File: config.mk
export PLATFORM = sky130hd
export DESIGN_NAME = fddi_rx_path
export DESIGN_NICKNAME = d
export VERILOG_FILES = /design/src/rtl/rx_path_pkg.sv /design/src/rtl/fddi_rx_path.sv
export SDC_FILE = /design/constraint.sdc
export NUM_CORES = 1
export LEC_CHECK = 0
export ABC_CLOCK_PERIOD_IN_PS = 3700
export BUFFER_PORTS_ARGS = -buffer_cell sky130_fd_sc_hd__buf_2
export CAP_MARGIN = 15
export CELL_PAD_IN_SITES_DETAIL_PLACEMENT = 2
export CELL_PAD_IN_SITES_GLOBAL_PLACEMENT = 2
export CORE_MARGIN = 2
export CORE_UTILIZATION = 37
export DETAILED_ROUTE_END_ITERATION = 8
export GPL_TIMING_DRIVEN = 0
export PLACE_DENSITY = 0.77
export SLEW_MARGIN = 40
export SYNTH_ARGS = -nofsm -noshare
export SYNTH_HDL_FRONTEND = slang
export SYNTH_SLANG_ARGS = --single-unit
File: constraint.sdc
create_clock -name pclk -period 3.7 [get_ports pclk]
set_input_delay 0.74 -clock pclk [delete_from_list [all_inputs] [get_ports pclk]]
set_output_delay 0.74 -clock pclk [all_outputs]
set_load 0.1 [all_outputs]
File: src/rtl/rx_path_pkg.sv
// Purpose: constants for the receive path
// Assumes: 100 MHz pclk, 32-bit APB
// Notes:   shared by the receive path and its bench
package rx_path_pkg;
  // ---------------------------------------------------------------
  // register map
  // ---------------------------------------------------------------
  localparam logic [7:0] MODE_OFS  = 8'h00;
  localparam logic [7:0] CRS_OFS   = 8'h04;
  localparam logic [7:0] RCA_OFS   = 8'h08;
  localparam logic [7:0] RCB_OFS   = 8'h0c;
  localparam int MODE_RUN_BIT      = 0;
  localparam int MODE_LOOP_BIT     = 1;
  localparam int MODE_CMT_BIT      = 2;
  localparam int MODE_NRZI_BIT     = 7;
  localparam int RCB_SD_BIT        = 0;
  localparam int RCB_OVR_BIT       = 5;
  localparam logic [7:0] MODE_RST  = 8'h00;
  // ---------------------------------------------------------------
  // timing
  // ---------------------------------------------------------------
  localparam int PCLK_NS           = 10;
  localparam int BYTE_NS           = 1600;
  localparam int BYTE_CYC          = BYTE_NS / PCLK_NS;
  localparam logic [7:0] BYTE_LAST = 8'(BYTE_CYC - 1);
  // ---------------------------------------------------------------
  // framing patterns and symbol codes
  // ---------------------------------------------------------------
  localparam logic [9:0] PAT_JK    = 10'h311;
  localparam logic [9:0] PAT_HH    = 10'h084;
  localparam logic [9:0] PAT_HQ    = 10'h080;
  localparam logic [3:0] PAIR_LAST = 4'h9;
  localparam logic [3:0] SYM_LAST  = 4'h4;
  localparam logic [4:0] C_IDLE    = 5'h1f;
  localparam logic [4:0] C_HALT    = 5'h04;
  localparam logic [4:0] C_QUIET   = 5'h00;
  localparam logic [4:0] C_J       = 5'h18;
  localparam logic [4:0] C_K       = 5'h11;
  localparam logic [4:0] C_T       = 5'h0d;
  localparam logic [4:0] C_R       = 5'h07;
  localparam logic [4:0] C_S       = 5'h19;
  localparam logic [3:0] D_IDLE    = 4'ha;
  localparam logic [3:0] D_HALT    = 4'h1;
  localparam logic [3:0] D_JK      = 4'hd;
  localparam logic [3:0] D_T       = 4'h5;
  localparam logic [3:0] D_R       = 4'h6;
  localparam logic [3:0] D_S       = 4'h7;
  localparam logic [3:0] D_VIOL    = 4'h2;
  localparam logic [3:0] D_INVAL   = 4'h3;
  localparam logic [3:0] D_IDLE_LS = 4'hb;
  // ---------------------------------------------------------------
  // line state detector thresholds in symbol pairs, recenter period in bytes, buffer separation
  // ---------------------------------------------------------------
  localparam logic [4:0] N_IDLE    = 5'h02;
  localparam logic [4:0] N_SUPER   = 5'h09;
  localparam logic [4:0] N_HLS     = 5'h08;
  localparam logic [4:0] N_NOISE   = 5'h10;
  localparam logic [1:0] RECENTER_LAST = 2'h3;
  localparam logic [2:0] EB_SEP    = 3'h4;

  typedef enum logic [3:0] {
    LS_ACTIVE = 4'h0, LS_IDLE   = 4'h1, LS_SUPER  = 4'h2,
    LS_NOSIG  = 4'h3, LS_MASTER = 4'h4, LS_HALT   = 4'h5,
    LS_QUIET  = 4'h6, LS_NOISE  = 4'h7, LS_UNKNOWN = 4'h8
  } line_state_t;

  typedef enum logic [2:0] {
    PC_IDLE = 3'h0, PC_HQ = 3'h1, PC_HH = 3'h2, PC_QQ = 3'h3,
    PC_JK   = 3'h4, PC_FRAME = 3'h5, PC_NOISE = 3'h6
  } pair_class_t;
endpackage : rx_path_pkg

File: src/rtl/fddi_rx_path.sv
// Purpose: receive path: decode, framing, line states, elasticity buffer
// Assumes: link pins sampled by pclk; local byte clock is a divider enable
// Notes:   registers reached over APB, no wait states
//
// Functional notes
// - nrzi_bypass clear converts NRZI to NRZ
// - frame alignment on J-K pattern
// - also align on Halt-Halt, Halt-Quiet in connection_management
// - decode sixteen data codes to data nibbles
// - control codes and violations decode as listed
// - 0011 marks invalid or stuff byte
// - 1011 marks idle in idle state or stuff
// - two symbols plus line state form output word
// - J-K enters Active, frame symbols keep it
// - Idle after two idle pairs
// - Super Idle after nine idle pairs
// - signal detect low gives no-signal state
// - Master after eight Halt-Quiet pairs
// - Halt after eight Halt-Halt pairs
// - Quiet after eight Quiet pairs
// - Noise after sixteen noise pairs
// - one inconsistent pair gives Unknown
// - line state readable in two registers
// - buffer trouble sets buffer_overrun flag
// - skew absorbed by idle pair insert/delete
// - written on receive side, read on byte clock
// - recenter on J-K and every four bytes idle/invalid
// - output word: parity, control, two symbols
// - run clear forces no signal, Unknown
`timescale 1ns/100ps
`default_nettype none
module fddi_rx_path (
  // apb
  input  wire logic        pclk,
  input  wire logic        presetn,
  input  wire logic        psel,
  input  wire logic        penable,
  input  wire logic        pwrite,
  input  wire logic [7:0]  paddr,
  input  wire logic [31:0] pwdata,
  output logic             pready,
  output logic             pslverr,
  output logic [31:0]      prdata,
  // serial link pins
  input  wire logic        recovered_line_clock,
  input  wire logic        rx_serial_data,
  input  wire logic        signal_detect_input,
  // internal loopback from the transmitter
  input  wire logic        loop_clock,
  input  wire logic        loop_data,
  // byte-wide output to the configuration switch
  output logic [9:0]       indicate_word,
  output logic             indicate_strobe,
  output logic [3:0]       line_state
);
  import rx_path_pkg::*;

  // ---------------------------------------------------------------
  // functions
  // ---------------------------------------------------------------
  // {control, nibble} of one 5-bit code
  function automatic logic [4:0] dec5(input logic [4:0] c);
    logic [4:0] r;
    r = {1'b1, D_VIOL};
    unique case (c)
      5'h1e: r = 5'h00;  5'h09: r = 5'h01;  5'h14: r = 5'h02;
      5'h15: r = 5'h03;  5'h0a: r = 5'h04;  5'h0b: r = 5'h05;
      5'h0e: r = 5'h06;  5'h0f: r = 5'h07;  5'h12: r = 5'h08;
      5'h13: r = 5'h09;  5'h16: r = 5'h0a;  5'h17: r = 5'h0b;
      5'h1a: r = 5'h0c;  5'h1b: r = 5'h0d;  5'h1c: r = 5'h0e;
      5'h1d: r = 5'h0f;
      C_IDLE:   r = {1'b1, D_IDLE};
      C_HALT:   r = {1'b1, D_HALT};
      C_J, C_K: r = {1'b1, D_JK};
      C_T:      r = {1'b1, D_T};
      C_R:      r = {1'b1, D_R};
      C_S:      r = {1'b1, D_S};
      default:  r = {1'b1, D_VIOL};                      // quiet and violations
    endcase
    return r;
  endfunction : dec5

  function automatic logic is_frame_sym(input logic [4:0] c);
    logic [4:0] d;
    d = dec5(c);
    return !d[4] || c == C_T || c == C_R || c == C_S;
  endfunction : is_frame_sym

  function automatic logic odd_par(input logic [8:0] d);
    return ~^d;
  endfunction : odd_par

  // ---------------------------------------------------------------
  // synchronisers for link pins
  // ---------------------------------------------------------------
  logic [4:0] meta_q, sync_q;
  always_ff @(posedge pclk or negedge presetn) begin
    if (!presetn) begin
      meta_q <= '0;
      sync_q <= '0;
    end else begin
      meta_q <= {recovered_line_clock, rx_serial_data, signal_detect_input,
                 loop_clock, loop_data};
      sync_q <= meta_q;
    end
  end

  logic [7:0] mode_q;
  logic       lclk_q;
  logic       lclk_now, ldat_now, sd_now;
  assign lclk_now = mode_q[MODE_LOOP_BIT] ? sync_q[1] : sync_q[4];
  assign ldat_now = mode_q[MODE_LOOP_BIT] ? sync_q[0] : sync_q[3];
  assign sd_now   = sync_q[2] & mode_q[MODE_RUN_BIT];

  always_ff @(posedge pclk or negedge presetn) begin
    if (!presetn) lclk_q <= 1'b0;
    else          lclk_q <= lclk_now;
  end
  logic bit_stb;
  assign bit_stb = lclk_now & ~lclk_q;

  // ---------------------------------------------------------------
  // nrzi decoder and shift register
  // ---------------------------------------------------------------
  logic       prev_q, nrz;
  logic [9:0] sr_q, sr_d;
  assign nrz  = mode_q[MODE_NRZI_BIT] ? ldat_now : (ldat_now ^ prev_q);
  assign sr_d = {sr_q[8:0], nrz};

  always_ff @(posedge pclk or negedge presetn) begin
    if (!presetn) begin
      prev_q <= 1'b0;
      sr_q   <= '0;
    end else if (bit_stb) begin
      prev_q <= ldat_now;
      sr_q   <= sr_d;
    end
  end

  // ---------------------------------------------------------------
  // framing
  // ---------------------------------------------------------------
  logic [3:0] bcnt_q;
  logic       hit_jk, hit_cmt, frame_hit, pair_done;
  assign hit_jk    = sr_d == PAT_JK;
  assign hit_cmt   = mode_q[MODE_CMT_BIT] && bcnt_q != SYM_LAST &&
                     (sr_d == PAT_HH || sr_d == PAT_HQ);
  assign frame_hit = hit_jk | hit_cmt;
  assign pair_done = bit_stb & (frame_hit | bcnt_q == PAIR_LAST);

  always_ff @(posedge pclk or negedge presetn) begin
    if (!presetn)          bcnt_q <= '0;
    else if (pair_done)    bcnt_q <= '0;
    else if (bit_stb)      bcnt_q <= bcnt_q + 4'h1;
  end

  // ---------------------------------------------------------------
  // first decoder level: latch aligned pair
  // ---------------------------------------------------------------
  logic [9:0] pair_q;
  logic       pair_v_q;
  always_ff @(posedge pclk or negedge presetn) begin
    if (!presetn) begin
      pair_q   <= '0;
      pair_v_q <= 1'b0;
    end else begin
      pair_v_q <= pair_done;
      if (pair_done) pair_q <= sr_d;
    end
  end

  logic [4:0] d_hi, d_lo;
  assign d_hi = dec5(pair_q[9:5]);
  assign d_lo = dec5(pair_q[4:0]);

  pair_class_t pcls;
  always_comb begin
    if (pair_q == {C_IDLE, C_IDLE})             pcls = PC_IDLE;
    else if (pair_q == PAT_HQ)                  pcls = PC_HQ;
    else if (pair_q == PAT_HH)                  pcls = PC_HH;
    else if (pair_q == {C_QUIET, C_QUIET})      pcls = PC_QQ;
    else if (pair_q == PAT_JK)                  pcls = PC_JK;
    else if (is_frame_sym(pair_q[9:5]) && is_frame_sym(pair_q[4:0]))
                                                pcls = PC_FRAME;
    else                                        pcls = PC_NOISE;
  end

  // ---------------------------------------------------------------
  // line state detector
  // ---------------------------------------------------------------
  line_state_t ls_q;
  pair_class_t last_q;
  logic [4:0]  run_q;
  logic [4:0]  run_n;
  assign run_n = (pcls == last_q && run_q != N_NOISE) ? run_q + 5'h01 :
                 (pcls == last_q) ? run_q : 5'h01;

  always_ff @(posedge pclk or negedge presetn) begin
    if (!presetn) begin
      last_q <= PC_NOISE;
      run_q  <= '0;
    end else if (pair_v_q) begin
      last_q <= pcls;
      run_q  <= run_n;
    end
  end

  always_ff @(posedge pclk or negedge presetn) begin
    if (!presetn) ls_q <= LS_UNKNOWN;
    else if (!mode_q[MODE_RUN_BIT]) ls_q <= LS_UNKNOWN;
    else if (!sd_now) ls_q <= LS_NOSIG;
    else if (ls_q == LS_NOSIG) ls_q <= LS_UNKNOWN;
    else if (pair_v_q) begin
      unique case (pcls)
        PC_JK: ls_q <= LS_ACTIVE;
        PC_FRAME:
          if (ls_q != LS_ACTIVE) ls_q <= LS_UNKNOWN;
        PC_IDLE:
          if (run_n >= N_SUPER)     ls_q <= LS_SUPER;
          else if (run_n >= N_IDLE) ls_q <= LS_IDLE;
          else if (ls_q != LS_IDLE && ls_q != LS_SUPER && ls_q != LS_ACTIVE)
            ls_q <= LS_UNKNOWN;
        PC_HQ:
          if (run_n >= N_HLS) ls_q <= LS_MASTER;
          else if (ls_q != LS_MASTER) ls_q <= LS_UNKNOWN;
        PC_HH:
          if (run_n >= N_HLS) ls_q <= LS_HALT;
          else if (ls_q != LS_HALT) ls_q <= LS_UNKNOWN;
        PC_QQ:
          if (run_n >= N_HLS) ls_q <= LS_QUIET;
          else if (ls_q != LS_QUIET) ls_q <= LS_UNKNOWN;
        PC_NOISE:
          if (run_n >= N_NOISE) ls_q <= LS_NOISE;
          else if (ls_q != LS_NOISE) ls_q <= LS_UNKNOWN;
      endcase
    end
  end
  assign line_state = ls_q;

  logic ls_invalid;
  assign ls_invalid = ls_q inside {LS_IDLE, LS_SUPER, LS_MASTER, LS_HALT,
                                   LS_QUIET, LS_NOISE, LS_NOSIG};

  // ---------------------------------------------------------------
  // second decoder level: pair plus line state
  // ---------------------------------------------------------------
  logic [8:0] entry;
  always_comb begin
    entry = {d_hi[4] | d_lo[4], d_hi[3:0], d_lo[3:0]};
    if (ls_q == LS_NOISE || ls_q == LS_NOSIG || ls_q == LS_UNKNOWN &&
        pcls == PC_NOISE)
      entry = {1'b1, D_INVAL, D_INVAL};
    else if (pcls == PC_IDLE && (ls_q == LS_IDLE || ls_q == LS_SUPER))
      entry = {1'b1, D_IDLE_LS, D_IDLE_LS};
  end

  // ---------------------------------------------------------------
  // local byte clock divider
  // ---------------------------------------------------------------
  logic [7:0] div_q;
  logic       byte_en;
  assign byte_en = div_q == BYTE_LAST;
  always_ff @(posedge pclk or negedge presetn) begin
    if (!presetn)     div_q <= '0;
    else if (byte_en) div_q <= '0;
    else              div_q <= div_q + 8'h01;
  end

  // ---------------------------------------------------------------
  // elasticity buffer
  // ---------------------------------------------------------------
  logic [8:0] eb_mem [8];
  logic [2:0] wp_q, rp_q;
  logic [1:0] rc_cnt_q;
  logic       jk_seen_q, eb_empty, eb_full, ovr_evt, recenter;
  assign eb_empty = wp_q == rp_q;
  assign eb_full  = wp_q + 3'h1 == rp_q;
  // collisions mean the skew can no longer be absorbed
  assign ovr_evt  = (pair_v_q & eb_full) | (byte_en & eb_empty & ~recenter);
  assign recenter = byte_en & (jk_seen_q |
                    (ls_invalid && rc_cnt_q == RECENTER_LAST));

  // unwritten entries read back as stuff after an early recenter
  always_ff @(posedge pclk or negedge presetn) begin
    if (!presetn) eb_mem <= '{default: {1'b1, D_INVAL, D_INVAL}};
    else if (pair_v_q) eb_mem[wp_q] <= entry;
  end

  always_ff @(posedge pclk or negedge presetn) begin
    if (!presetn) wp_q <= '0;
    else if (pair_v_q && !eb_full) wp_q <= wp_q + 3'h1;
  end

  always_ff @(posedge pclk or negedge presetn) begin
    if (!presetn) begin
      rp_q     <= '0;
      rc_cnt_q <= '0;
    end else if (byte_en) begin
      rc_cnt_q <= rc_cnt_q + 2'h1;
      // idle pairs are dropped or repeated by the jump
      if (recenter)       rp_q <= wp_q - EB_SEP;
      else if (!eb_empty) rp_q <= rp_q + 3'h1;
    end
  end

  always_ff @(posedge pclk or negedge presetn) begin
    if (!presetn) jk_seen_q <= 1'b0;
    else if (pair_v_q && pcls == PC_JK) jk_seen_q <= 1'b1;
    else if (byte_en) jk_seen_q <= 1'b0;
  end

  // ---------------------------------------------------------------
  // output word
  // ---------------------------------------------------------------
  logic [8:0] rd_word;
  always_comb begin
    if (!eb_empty && !recenter) rd_word = eb_mem[rp_q];
    else if (ls_q == LS_IDLE || ls_q == LS_SUPER)
      rd_word = {1'b1, D_IDLE_LS, D_IDLE_LS};
    else
      rd_word = {1'b1, D_INVAL, D_INVAL};
  end

  always_ff @(posedge pclk or negedge presetn) begin
    if (!presetn) begin
      indicate_word   <= '0;
      indicate_strobe <= 1'b0;
    end else begin
      indicate_strobe <= byte_en;
      if (byte_en) indicate_word <= {odd_par(rd_word), rd_word};
    end
  end

  // ---------------------------------------------------------------
  // apb registers
  // ---------------------------------------------------------------
  logic [8:0] rca_q;
  logic       ovr_q;
  logic       wr_acc, rd_setup, hit;
  assign wr_acc   = psel & penable & pwrite;
  assign rd_setup = psel & ~penable & ~pwrite;
  assign hit      = paddr inside {MODE_OFS, CRS_OFS, RCA_OFS, RCB_OFS};
  assign pready   = 1'b1;
  assign pslverr  = psel & penable & ~hit;

  always_ff @(posedge pclk or negedge presetn) begin
    if (!presetn) mode_q <= MODE_RST;
    else if (wr_acc && paddr == MODE_OFS) mode_q <= pwdata[7:0];
  end

  // sticky, write one to clear; a new event beats the clear
  always_ff @(posedge pclk or negedge presetn) begin
    if (!presetn) begin
      rca_q <= '0;
      ovr_q <= 1'b0;
    end else begin
      rca_q <= (rca_q & ~((wr_acc && paddr == RCA_OFS) ? pwdata[8:0] : 9'h000))
               | (9'h001 << ls_q);
      if (ovr_evt) ovr_q <= 1'b1;
      else if (wr_acc && paddr == RCB_OFS && pwdata[RCB_OVR_BIT]) ovr_q <= 1'b0;
    end
  end

  always_ff @(posedge pclk or negedge presetn) begin
    if (!presetn) prdata <= '0;
    else if (rd_setup) begin
      unique case (paddr)
        MODE_OFS: prdata <= {24'h000000, mode_q};
        CRS_OFS:  prdata <= {28'h0000000, ls_q};
        RCA_OFS:  prdata <= {23'h000000, rca_q};
        RCB_OFS:  prdata <= 32'(({ovr_q, 5'h00} | {5'h00, sd_now}));
        default:  prdata <= '0;
      endcase
    end
  end
endmodule : fddi_rx_path
`default_nettype wire

==> impl_metrics.yaml <==
timing:
  rsz0062_at_grt: "no"
  final_max_slew_viol_count: 0
  post-route-period-util_pct: 89.1
  timing.slew.headroom_pct: 46.7
  worst_pin_slew_ns: 0.793
  setup_viol: 0
  setup_tns_ns: 0
  fin_skew_ns: 0.0108
  fin_crit_ns: 3.30
  hold_violations: 0
  fmax_mhz: 303
pwr:
  ir_drop_uv: 307
  p_seq_share_pct: 37.4
  p_clk_share_pct: 31.3
  comb_power_share_pct: 31.3
  p_switching_uw: 2260
  pwr_density_cell_nw_per_um2: 557
  p_sw_share_pct: 38.5
  power_uw: 5870
  cell_internal_pwr_uw: 3610
  p_leak_uw: 0.00452
worst_setup_path:
  crit_buf_inv: 3
  cp_max_fo: 10
  ff2ff_setup_slack_ns: 0.40
  arrival_ns: 3.60
  end_kind: "flip-flop"
  r2r-end: "indicate_word[9]"
  critPathTopFamily: "buffers and inverters"
  cpMostUsedCell: "buf_2"
  path_cells: "buf_2 -> buf_2 -> buf_2 -> mux2i_1 -> a22oi_1 -> o21ai_0 -> xnor2_1 -> xnor2_1 -> a21oi_1 -> xor2_1 -> o21ai_1"
  critPathMaxStageDelay_ns: 0.42
  worstPathRequired_ns: 4.01
  path_class: "flip-flop to flip-flop"
  startpoint_type: "flip-flop"
  cpMaxStageDelayCell: "dfrtp_1"
  r2r_start: "rp_q[1]"
  rr_worst_depth: 11
clocking:
  root_buffer: "clkbuf_16"
  cts_made_buffers: 17
  h-tree-depth: 4
  postCtsResizedCells: 0
  clk_pin_slew_ns: 0.07
  clk_latency_ns: 0.44
  postCtsHoldBufs: 0
  cts_buffer_depth: 2
  cts.sink_count: 175
  cts_tree: "done"
  postCtsSetupBuffers: 0
placed_design:
  place_inst: 1353
  place.gp.congestion: 0.805
  place_area_um2: 9940
  io_buffers: 51
  hpwlAfterDp_um: 20200
floorplanning:
  die_y_um: 161
  io_pins: 99
  rows: 57
  dieArea_um2: 25900
  initial_core_util_pct: 37.5
  core-area_um2: 24200
  die_w_um: 161
worst_hold_path:
  hp-class: "input pin to async pin"
global_routing:
  grt_start_max_net_pins: 57
  grt_pass1_wl_um: 46100
  grt_pass1_vias: 8233
  antenna_found_initial: 0
  grtUsageTotal_pct: 22.6
  grt_overflow: 0
layout:
  drive_gt1_share_pct: 20.2
  fin_util_pct: 43.4
  final_cells: 1385
  design_area_um2: 10500
  area_growth_pct: 15.8
  diodes: 0
  layout.nets: 1107
status:
  status: "finished, final reports clean"
route:
  vias: 7548
  wirelength_um: 28100
  vias_per_cell: 5.45
  antenna_left: 0
  dr.pass1.iters: 4
  drt_iter0_markers: 365
  drc: 0
  post_drt_wl_per_cell_um: 20.3
synth:
  synth_edf_count: 0
  avgSynthCellArea_um2: 9.55
  synthCells: 953
  yosysUniqueCellTypes: 81
  synth-seq-area-share_pct: 48.7
  synth_seq_cells: 175
  synth_area_um2: 9100
  ys_warn_count: 0
  ys_async_sr_fraction_pct: 100
  synthFlopType: "dfrtp_1"
job:
  drv_cap: 0
==> flip-flops by register name (all words and copies together) (netlist names) <==
register	flops
indicate_word	10
pair_v_q	1
indicate_strobe	1
ovr_q	1
pair_q	10
rp_q	3
lclk_q	1
line_state	4
bcnt_q	4
mode_q	8
sync_q	5
run_q	5
rc_cnt_q	2
prev_q	1
last_q	3
meta_q	5
jk_seen_q	1
prdata	9
sr_q	9
wp_q	3
div_q	8
rca_q	9
eb_mem	72
==> metal layers <==
metal	part of all wire, %	GRT usage, %
met4	2.1	7.18
met3	2.7	2.71
met2	48	38.2
met1	47	30.5
met5	0	0
==> worst max-delay path by stage <==
| stage | start | endpoint | slack, ns | depth (start not counted) |
|---|---|---|---|---|
| finish | rp_q[1] | indicate_word[9] | 0.40 | 11 |
| global route | pair_q[4] | eb_mem[19] | 0.16 | 8 |
| CTS | pair_q[2] | eb_mem[19] | 0.41 | 8 |
| detailed placement | rp_q[1] | indicate_word[9] | 0.49 | 11 |
| global placement | presetn | eb_mem[43] | -1.0 | 1 |
| floorplan | line_state[2] | line_state[0] | 0.88 | 8 |
==> per-stage QoR <==
step	hold WS, ns	setup WS, ns
floorplan	0.331	0.882
global placement	0.334	-0.997
detailed placement	0.341	0.487
CTS	0.167	0.414
global route	0.184	0.160
finish	0.174	0.403
==> power by group through the flow <==
stage	Sequential [uW]	Combinational (uW)	Clock, uW
final	2200	1840	1830
after global routing	2220	2040	1930
after CTS	2200	1850	1860
after detailed placement	2230	1820	0
after global placement	2220	1750	0
after floorplan	2190	1290	0
==> kinds of logic (layout without fill, tap and decap cells) <==
group                      after synthesis  after routing  share of synthesized area, %
AOI/OAI and AO/OA                      242            242                          16.7
xor gates and xnor gates                26             26                          2.65
adders and majority gates               10             10                          1.35
buffers and inverters                  102            188                          5.45
DFF                                    175            175                          48.7
muxes                                   57             57                          8.07
other                                    2             24                        0.0825
and+or+nand+nor                        339            339                          16.9
==> layout by cell type, fill, tap and decap left out, types with 6 or more instances in the layout <==
cell,Yosys,routed
o21ai_0,118,118
a31oi_1,10,10
nor2_1,53,53
buf_2,12,62
mux2_2,21,21
dfstp_2,43,43
o31ai_1,6,6
clkbuf_1,40,40
dfrtp_1,132,132
nor3_1,15,15
buf_4,24,24
nor2b_1,8,8
a21oi_1,25,25
mux2i_1,25,25
o22ai_1,6,6
ha_1,9,9
a22oi_1,9,9
nand4_1,8,8
mux4_2,11,11
nand3_1,23,23
clkbuf_16,0,18
and2_1,6,6
nand2_1,181,181
and3_1,6,6
conb_1,2,24
nor4_1,6,6
inv_1,19,19
o21ai_1,11,11
xnor2_1,16,16
xor2_1,9,9
==> layout make-up <==
cell class | instances | area (um2)
clock buffers | 20 | 478
flip-flops and latches | 175 | 4430
inverters | 21 | 78.8
clock inverters | 12 | 113
plain buffers | 81 | 417
fillers | 2667 | 13700
multi-input cells | 698 | 4270
repair buffers | 54 | 340
well taps | 324 | 405
==> cells in the mapped netlist (6+ instances only) <==
library cell    n  area (um2)
buf_4          24         180
mux2i_1        25         250
o31ai_1         6        45.0
ha_1            9         113
o21ai_0       118         591
nand4_1         8        50.1
mux4_2         11         248
o21ai_1        11        55.1
nor2_1         53         199
mux2_2         21         236
o22ai_1         6        37.5
nand3_1        23         115
buf_2          12        60.1
dfstp_2        43        1130
nor4_1          6        37.5
and3_1          6        37.5
a21oi_1        25         125
nor3_1         15        75.1
xnor2_1        16         140
and2_1          6        37.5
xor2_1          9        78.8
a31oi_1        10        62.6
inv_1          19        71.3
nor2b_1         8        50.1
a22oi_1         9        67.6
nand2_1       181         679
clkbuf_1       40         150
dfrtp_1       132        3300
==> worst reg2reg max path: stages, from the launching register on <==
cell and delay, ns:
dfrtp_1 0.42, buf_2 0.35, buf_2 0.39, buf_2 0.42, mux2i_1 0.15, a22oi_1 0.26, o21ai_0 0.35, xnor2_1 0.24
xnor2_1 0.16, a21oi_1 0.19, xor2_1 0.16, o21ai_1 0.07
Power figures use the tool's default switching activity.
